$ cat src/timer8_pkg.sv
// constants, types and carriers of the 8-bit timer with two compare channels
// assumes a single 25 MHz ref_clk domain and a processor-side port map
package timer8_pkg;

    // ------------------------------------------------------------
    // counter limits and mode codes
    // ------------------------------------------------------------
    localparam logic [7:0] BOTTOM = 8'h00;
    localparam logic [7:0] MAX = 8'hFF;
    localparam logic [2:0] WGM_NORMAL = 3'h0;
    localparam logic [2:0] WGM_CTC = 3'h2;
    localparam int WGM_PWM_BIT = 0;
    localparam int WGM_FAST_BIT = 1;
    localparam int WGM_TOP_A_BIT = 2;
    localparam logic [1:0] ACT_NONE = 2'h0;
    localparam logic [1:0] ACT_TOGGLE = 2'h1;
    localparam logic [1:0] ACT_CLEAR = 2'h2;
    localparam logic [1:0] ACT_SET = 2'h3;
    localparam logic [2:0] CS_STOP = 3'h0;
    localparam logic [0:7][9:0] CS_MASK = '{10'h000, 10'h000, 10'h007, 10'h01F,
                                            10'h03F, 10'h07F, 10'h0FF, 10'h3FF};
    localparam logic PIN_OE_N_RESET = 1'b1;

    // ------------------------------------------------------------
    // carriers
    // ------------------------------------------------------------
    typedef enum logic {DIR_UP = 1'b0, DIR_DOWN = 1'b1} count_dir_t;

    typedef struct packed {
        logic [2:0] waveform_mode_field;
        logic [2:0] clock_select_field;
        logic async_clock_select;
        logic counter_wr;
        logic overflow_clear;
        logic overflow_irq_en;
        logic overflow_ack;
    } timer_ctrl_t;

    typedef struct packed {
        logic [1:0] output_action_field;
        logic force_match_strobe;
        logic compare_wr;
        logic flag_clear;
        logic irq_en;
        logic irq_ack;
        logic output_pin_direction;
        logic port_out;
    } chan_ctrl_t;

    typedef struct packed {
        logic [7:0] compare_value_channel;
        logic match_flag_channel;
        logic irq;
        logic pin_out;
        logic pin_oe_n;
    } chan_out_t;

    typedef struct packed {
        logic [7:0] working;
        logic [7:0] buffer;
        logic compare_output_channel;
        logic seen;
        chan_out_t out;
    } chan_state_t;

    typedef struct packed {
        logic [7:0] counter_value;
        count_dir_t dir;
        logic overflow_flag;
        logic overflow_irq;
        logic [9:0] prescale;
        logic osc_s1;
        logic osc_s2;
        logic osc_s3;
        logic block;
        chan_state_t [1:0] ch;
    } timer_state_t;

endpackage

$ cat src/timer8_counter_compare_unit.sv
// 8-bit timer/counter with two output compare channels
// assumes processor controls arrive as same-clock levels and one-cycle strobes;
// the oscillator pin is asynchronous and is synchronised here
`timescale 1ns/1ps
`default_nettype none

module timer8_counter_compare_unit (
    input wire logic ref_clk,
    input wire logic rst,
    input wire logic osc_pin_one,
    input wire timer8_pkg::timer_ctrl_t timer_ctrl,
    input wire logic [7:0] wr_data,
    input wire timer8_pkg::chan_ctrl_t chan_a_ctrl,
    input wire timer8_pkg::chan_ctrl_t chan_b_ctrl,
    output logic [7:0] counter_value,
    output logic overflow_flag,
    output logic overflow_irq,
    output timer8_pkg::chan_out_t chan_a_out,
    output timer8_pkg::chan_out_t chan_b_out
);

    // ------------------------------------------------------------
    // helpers
    // ------------------------------------------------------------
    // prescaler tap: true when the selected division point is reached
    function automatic logic tap_hit(input logic [2:0] cs, input logic [9:0] pre);
        return (cs != timer8_pkg::CS_STOP) &&
               ((pre & timer8_pkg::CS_MASK[cs]) == timer8_pkg::CS_MASK[cs]);
    endfunction

    // output state after a match; inv flips the clear/set sense
    function automatic logic match_action(input logic [1:0] act, input logic oc,
                                          input logic inv);
        logic r;
        r = oc;
        unique case (act)
            timer8_pkg::ACT_NONE: r = oc;
            timer8_pkg::ACT_TOGGLE: r = ~oc;
            timer8_pkg::ACT_CLEAR: r = inv;
            timer8_pkg::ACT_SET: r = ~inv;
        endcase
        return r;
    endfunction

    // ------------------------------------------------------------
    // state
    // ------------------------------------------------------------
    timer8_pkg::timer_state_t st_reg;
    timer8_pkg::timer_state_t st_next;
    timer8_pkg::chan_ctrl_t [1:0] cc;

    // both channels travel as one packed pair, channel a in the low slot
    assign cc = {chan_b_ctrl, chan_a_ctrl};

    // ------------------------------------------------------------
    // next state
    // ------------------------------------------------------------
    always_comb begin
        logic src;
        logic tick;
        logic pwm;
        logic fast;
        logic pc;
        logic [2:0] wgm;
        logic [7:0] top;
        logic at_top;
        logic at_bot;
        logic ovf_set;
        logic reload;
        logic wrap;
        logic [1:0] eq;
        st_next = st_reg;
        // every local starts defined so no path leaves a latch behind
        src = 1'b0;
        tick = 1'b0;
        top = timer8_pkg::MAX;
        at_top = 1'b0;
        at_bot = 1'b0;
        eq = 2'h0;
        wgm = timer_ctrl.waveform_mode_field;
        pwm = wgm[timer8_pkg::WGM_PWM_BIT];
        fast = pwm && wgm[timer8_pkg::WGM_FAST_BIT];
        pc = pwm && !wgm[timer8_pkg::WGM_FAST_BIT];
        ovf_set = 1'b0;
        reload = 1'b0;
        wrap = 1'b0;

        // oscillator pin: three flops, then edge detect on the second and third
        st_next.osc_s1 = osc_pin_one;
        st_next.osc_s2 = st_reg.osc_s1;
        st_next.osc_s3 = st_reg.osc_s2;

        // clock source and prescaler; source defaults to the system clock
        src = timer_ctrl.async_clock_select ?
              (st_reg.osc_s2 && !st_reg.osc_s3) : 1'b1;
        if (src) begin
            st_next.prescale = st_reg.prescale + 10'h001;
        end
        tick = src && tap_hit(timer_ctrl.clock_select_field, st_reg.prescale);

        // top is max or compare value a, depending on mode
        top = (wgm[timer8_pkg::WGM_TOP_A_BIT] || wgm == timer8_pkg::WGM_CTC) ?
              st_reg.ch[0].working : timer8_pkg::MAX;
        at_top = st_reg.counter_value == top;
        at_bot = st_reg.counter_value == timer8_pkg::BOTTOM;

        // comparators run every cycle, ticking or not
        for (int i = 0; i < 2; i++) begin
            eq[i] = st_reg.counter_value == st_reg.ch[i].working;
        end

        // counter sequence per mode
        if (tick) begin
            if (pc) begin
                if (st_reg.dir == timer8_pkg::DIR_UP) begin
                    if (at_top) begin
                        st_next.dir = timer8_pkg::DIR_DOWN;
                        st_next.counter_value = st_reg.counter_value - 8'h01;
                        reload = 1'b1;
                    end else begin
                        st_next.counter_value = st_reg.counter_value + 8'h01;
                    end
                end else begin
                    if (at_bot) begin
                        st_next.dir = timer8_pkg::DIR_UP;
                        st_next.counter_value = st_reg.counter_value + 8'h01;
                        ovf_set = 1'b1;
                    end else begin
                        st_next.counter_value = st_reg.counter_value - 8'h01;
                    end
                end
            end else begin
                st_next.dir = timer8_pkg::DIR_UP;
                if (fast && at_top) begin
                    st_next.counter_value = timer8_pkg::BOTTOM;
                    ovf_set = 1'b1;
                    reload = 1'b1;
                    wrap = 1'b1;
                end else if (wgm == timer8_pkg::WGM_CTC && at_top) begin
                    st_next.counter_value = timer8_pkg::BOTTOM;
                    ovf_set = st_reg.counter_value == timer8_pkg::MAX;
                end else begin
                    // normal and reserved codes count up and wrap at max
                    st_next.counter_value = st_reg.counter_value + 8'h01;
                    ovf_set = st_reg.counter_value == timer8_pkg::MAX;
                end
            end
            st_next.block = 1'b0;
        end

        // channels
        for (int i = 0; i < 2; i++) begin
            if (tick) begin
                // a match seen this tick is acted on at the next one
                st_next.ch[i].seen = eq[i] && !st_reg.block;
                if (st_reg.ch[i].seen) begin
                    st_next.ch[i].out.match_flag_channel = 1'b1;
                    st_next.ch[i].compare_output_channel = match_action(
                        cc[i].output_action_field, st_reg.ch[i].compare_output_channel,
                        pc && st_reg.dir == timer8_pkg::DIR_DOWN);
                end
                // fast pwm: opposite level at bottom for clear/set actions
                if (wrap && cc[i].output_action_field[1]) begin
                    st_next.ch[i].compare_output_channel = ~cc[i].output_action_field[0];
                end
            end
            // forced match: output only, no flag, no counter effect
            if (!pwm && cc[i].force_match_strobe) begin
                st_next.ch[i].compare_output_channel = match_action(
                    cc[i].output_action_field, st_reg.ch[i].compare_output_channel, 1'b0);
            end
            // buffered load at top or bottom
            if (pwm && reload) begin
                st_next.ch[i].working = st_reg.ch[i].buffer;
            end
            // processor compare writes
            if (cc[i].compare_wr) begin
                if (pwm) begin
                    st_next.ch[i].buffer = wr_data;
                end else begin
                    st_next.ch[i].working = wr_data;
                    st_next.ch[i].buffer = wr_data;
                end
            end
            st_next.ch[i].out.compare_value_channel =
                pwm ? st_next.ch[i].buffer : st_next.ch[i].working;
            // flag clear by one-write or service; a same-cycle set wins
            st_next.ch[i].out.match_flag_channel =
                (st_reg.ch[i].out.match_flag_channel &&
                 !(cc[i].flag_clear || cc[i].irq_ack)) ||
                (tick && st_reg.ch[i].seen);
            st_next.ch[i].out.irq =
                st_next.ch[i].out.match_flag_channel && cc[i].irq_en;
            // port override; direction stays with the port bit
            st_next.ch[i].out.pin_out = (cc[i].output_action_field != timer8_pkg::ACT_NONE) ?
                st_next.ch[i].compare_output_channel : cc[i].port_out;
            st_next.ch[i].out.pin_oe_n = !cc[i].output_pin_direction;
        end

        // overflow flag with the same set-wins clearing
        st_next.overflow_flag = (st_reg.overflow_flag &&
            !(timer_ctrl.overflow_clear || timer_ctrl.overflow_ack)) || ovf_set;
        st_next.overflow_irq = st_next.overflow_flag && timer_ctrl.overflow_irq_en;

        // processor counter write last so it overrides count and clear;
        // the block flag then stays up until the next tick, even while stopped
        if (timer_ctrl.counter_wr) begin
            st_next.counter_value = wr_data;
            st_next.block = 1'b1;
        end
    end

    // ------------------------------------------------------------
    // registers
    // ------------------------------------------------------------
    // mode changes touch no output state, so it carries across them
    always_ff @(posedge ref_clk) begin
        if (rst) begin
            st_reg <= '0;
            st_reg.ch[0].out.pin_oe_n <= timer8_pkg::PIN_OE_N_RESET;
            st_reg.ch[1].out.pin_oe_n <= timer8_pkg::PIN_OE_N_RESET;
        end else begin
            st_reg <= st_next;
        end
    end

    // outputs straight from the state flops
    assign counter_value = st_reg.counter_value;
    assign overflow_flag = st_reg.overflow_flag;
    assign overflow_irq = st_reg.overflow_irq;
    assign chan_a_out = st_reg.ch[0].out;
    assign chan_b_out = st_reg.ch[1].out;

endmodule

`default_nettype wire

$ cat config.mk
export PLATFORM = sky130hd
export DESIGN_NAME = timer8_counter_compare_unit
export DESIGN_NICKNAME = d
export VERILOG_FILES = /design/src/timer8_pkg.sv /design/src/timer8_counter_compare_unit.sv
export SDC_FILE = /design/constraint.sdc
export NUM_CORES = 1
export LEC_CHECK = 0
export BUFFER_PORTS_ARGS = -buffer_cell sky130_fd_sc_hd__buf_2
export CAP_MARGIN = 20
export CORE_ASPECT_RATIO = 1.4
export CORE_MARGIN = 1.5
export CORE_UTILIZATION = 35
export DETAILED_ROUTE_END_ITERATION = 7
export HOLD_SLACK_MARGIN = 0.02
export SLEW_MARGIN = 0
export SYNTH_ARGS = -nofsm -noshare
export SYNTH_HDL_FRONTEND = slang
export SYNTH_SLANG_ARGS = --single-unit
export TNS_END_PERCENT = 20
$ cat constraint.sdc
create_clock -name ref_clk -period 2.8 [get_ports ref_clk]
set_clock_uncertainty 0.05 [all_clocks]
set_input_delay 0.14 -clock ref_clk [delete_from_list [all_inputs] [get_ports ref_clk]]
set_output_delay 0.14 -clock ref_clk [all_outputs]
set_load 0.05 [all_outputs]
==> run summary <==
Outcome = finished clean
Mapped cell area = 4552 sq um
1st-iter DRT viols = 299
Clk buf depth = 2
Initial cell density of the core = 0.3569
Setup TNS = 0 ns
Critical path startpoint category = flop
Syn Area/Cell = 8.540 sq um
P&R area growth vs syn = 14.29%
CTS Buf Count = 9
Final slew viol count = 0
Share of layout cells above drive strength 1 = 0.2072
Final period utilization = 0.9230
GRT Residual Overflow = 0
Initial antenna violation count = 0
Commonest non-fill, non-tap cells in the layout = dfxtp_1 (85), nor2_1 (76), buf_2 (73), mux2i_1 (44), a211oi_1 (39)
First-pass GRT wire length = 20,750 um
WS Path Type = flop to flop
# IOs = 74
Worst hold path type = primary input to flop
Crit path DAT = 2.79 ns
DR WL/cell = 17.83 um
Setup Fix Bufs, Post-CTS = 0
Total Power = 2.961 mW
Max cap viols = 0
Reg2Reg Setup Slack = 0.22 ns
Final Hold Viols = 0
Internal = 2.065 mW
Crit path launch = counter_value[5]$_SDFFE_PP0P_
Leak pwr = 2.277 nW
GRT Total Usage = 0.1979
Worst setup path endpoint = st_reg[54]$_SDFF_PP0_
Largest register FFs = 49
Final GP Congestion = 0.9406
Final Hold Slack = 0.01796 ns
Post-DP HPWL = 9603 um
DRC Markers = 0
FF-to-FF path depth = 9
Synth area leader = dfxtp_1
Most common cell after layout, fill and taps aside = dfxtp_1
Least-Margin Pin Slew = 0.6183 ns
Syn Nets = 576
Place WS = 0.2632 ns
Vias in the first global route = 4,043
First-pass DRT Iterations = 5
Post-synth EDFFs = 0
Final Net Count = 623
PnR worst setup slack = 0.2156 ns
Worst-skew pair later-pin latency = 0.35 ns
FP Rows = 49
Clock share of power = 0.371
Die W = 99.38 um
Fraction of registers with async set/reset = 0
CTS H-tree lvls = 3
Most area-consuming cells after synthesis = dfxtp_1 (37%), mux2i_1 (9.7%), a211oi_1 (6.4%)
Peak Freq = 386.9 MHz
Cells after DPL = 716
Slew headroom = 0.5868
Cts repair resizes = 0
Synth Register Bits = 85
Library cells used by synthesis = 60
Final setup violation count = 0
Final non-filler cell total = 737
Core area = 12,750 sq um
Switch Pwr = 0.8961 mW
I/O Buffers = 73
Die area = 13,710 sq um
PwrDens = 569.1 nW/um^2
CTS tree = done
Reg-to-Reg Start = counter_value[5]$_SDFFE_PP0P_
WL final = 13,140 um
WP data required = 3.00 ns
Fin util = 0.4080
Worst R2R End = st_reg[54]$_SDFF_PP0_
Setup crit end kind = flop
Cell area after layout = 5202 sq um
Height of the chip = 137.9 um
Diode count = 0
ANT nets after route = 0
Crit Path Max Fanout = 16
YS warnings = 0
RSZ-0062 raised after global routing = false
Drt via density = 5.493
Total number of vias = 4,048
Reg power frac = 0.448
Peak VDD IR = 0.0002615 V
Comb power frac = 0.180
Clock transition at path regs = 0.06 ns
Tmin final = 2.584 ns
Post-Syn Instances = 533
Seq/Total Area, Yosys = 0.3738
Sw Share = 0.3027
CTS root buf = clkbuf_16
Top-area cell type share of the netlist area = 0.3738
Synth Flop Type = dfxtp_1
Clock Sinks = 85
Post-placement cell area = 4877 sq um
Largest net degree at the start of global routing = 37
## timing repair
action                                 4_1_cts  5_1_grt
setup endpoints to repair                    0        0
hold buffers                                 6        0
endpoints found under the hold margin        6        0
## layout make-up
| cell class | count | area [sq um] |
|---|---|---|
| clock buffers | 10 | 229.0 |
| flip-flops and latches | 85 | 1702 |
| multi-input cells | 363 | 2375 |
| fillers | 1311 | 7550 |
| repair buffers | 102 | 598.1 |
| clock inverters | 5 | 36.28 |
| inverters | 19 | 71.32 |
| well taps | 153 | 191.4 |
## critical path, cell delays in order (launching register included)
cell and delay (ns):
dfxtp_1 0.47, inv_1 0.17, a22o_1 0.26, a211oi_2 0.21, and3_1 0.34, nand2_2 0.07
a211o_1 0.27, buf_4 0.23, mux2i_1 0.16, a211oi_1 0.26
## how the worst min path moves through the flow
| stage | start | slack (ns) | endpoint | depth (start not counted) |
|---|---|---|---|---|
| 2_1_floorplan | chan_a_ctrl[1] | 0.16 | chan_a_out[0]$_SDFF_PP1_ | 1 |
| 3_3_place_gp | chan_a_ctrl[1] | 0.26 | chan_a_out[0]$_SDFF_PP1_ | 2 |
| 3_5_place_dp | chan_a_ctrl[1] | 0.26 | chan_a_out[0]$_SDFF_PP1_ | 2 |
| 4_1_cts | timer_ctrl[2] | 0.03 | overflow_flag$_SDFF_PP0_ | 4 |
| 5_1_grt | timer_ctrl[0] | 0.06 | overflow_flag$_SDFF_PP0_ | 4 |
| 6_report | timer_ctrl[2] | 0.02 | overflow_flag$_SDFF_PP0_ | 4 |
## metal layers
metal / GRT usage / routed length (um) / vias to the layer above
met5: 0 / 0 / -
met4: 0.1307 / 629 / 0
met3: 0.04587 / 704 / 32
met2: 0.3432 / 6614 / 119
met1: 0.2157 / 5195 / 1941
li1: - / - / 1956
## cell families after synthesis
logic type               count (synthesis)  share of synthesized area
AND/OR/NAND/NOR                        176                     0.1886
AO/OA/AOI/OAI                          115                     0.1789
buffers and inverters                   85                     0.1045
flip-flops                              85                     0.3738
multiplexers                            46                     0.1017
XOR/XNOR                                23                    0.04425
adder cells (fa/ha/maj)                  3                   0.008247
## power by group through the flow
stage	clock network (mW)	logic, mW	registers [mW]
2_1_floorplan	0	0.402	1.34
3_3_place_gp	0	0.521	1.35
3_5_place_dp	0	0.526	1.35
4_1_cts	1.12	0.534	1.33
5_1_grt	1.18	0.578	1.33
6_report	1.10	0.533	1.33
## cells in the mapped netlist, types with 2 or more instances
cell type / instances
nor3_1: 11
nand3_1: 14
buf_4: 33
a21boi_0: 3
o21a_1: 2
a22o_1: 2
xnor2_1: 13
and3_2: 3
a211oi_1: 39
mux2_2: 2
or4_1: 2
a221oi_1: 4
mux2i_1: 44
nor4_1: 3
buf_6: 2
a22oi_1: 2
nor2b_1: 19
buf_1: 5
a211o_1: 3
nand4_1: 9
a31oi_1: 8
nor2_1: 76
o22ai_1: 6
and2_1: 3
clkbuf_1: 24
nand2b_1: 5
nand2_1: 16
or3_1: 4
o21ai_0: 9
inv_1: 18
a2111oi_0: 2
and3_1: 3
a21oi_1: 19
nand3b_1: 3
xor2_1: 10
o31ai_1: 2
dfxtp_1: 85
ha_1: 3
Power figures use the tool's default switching activity.
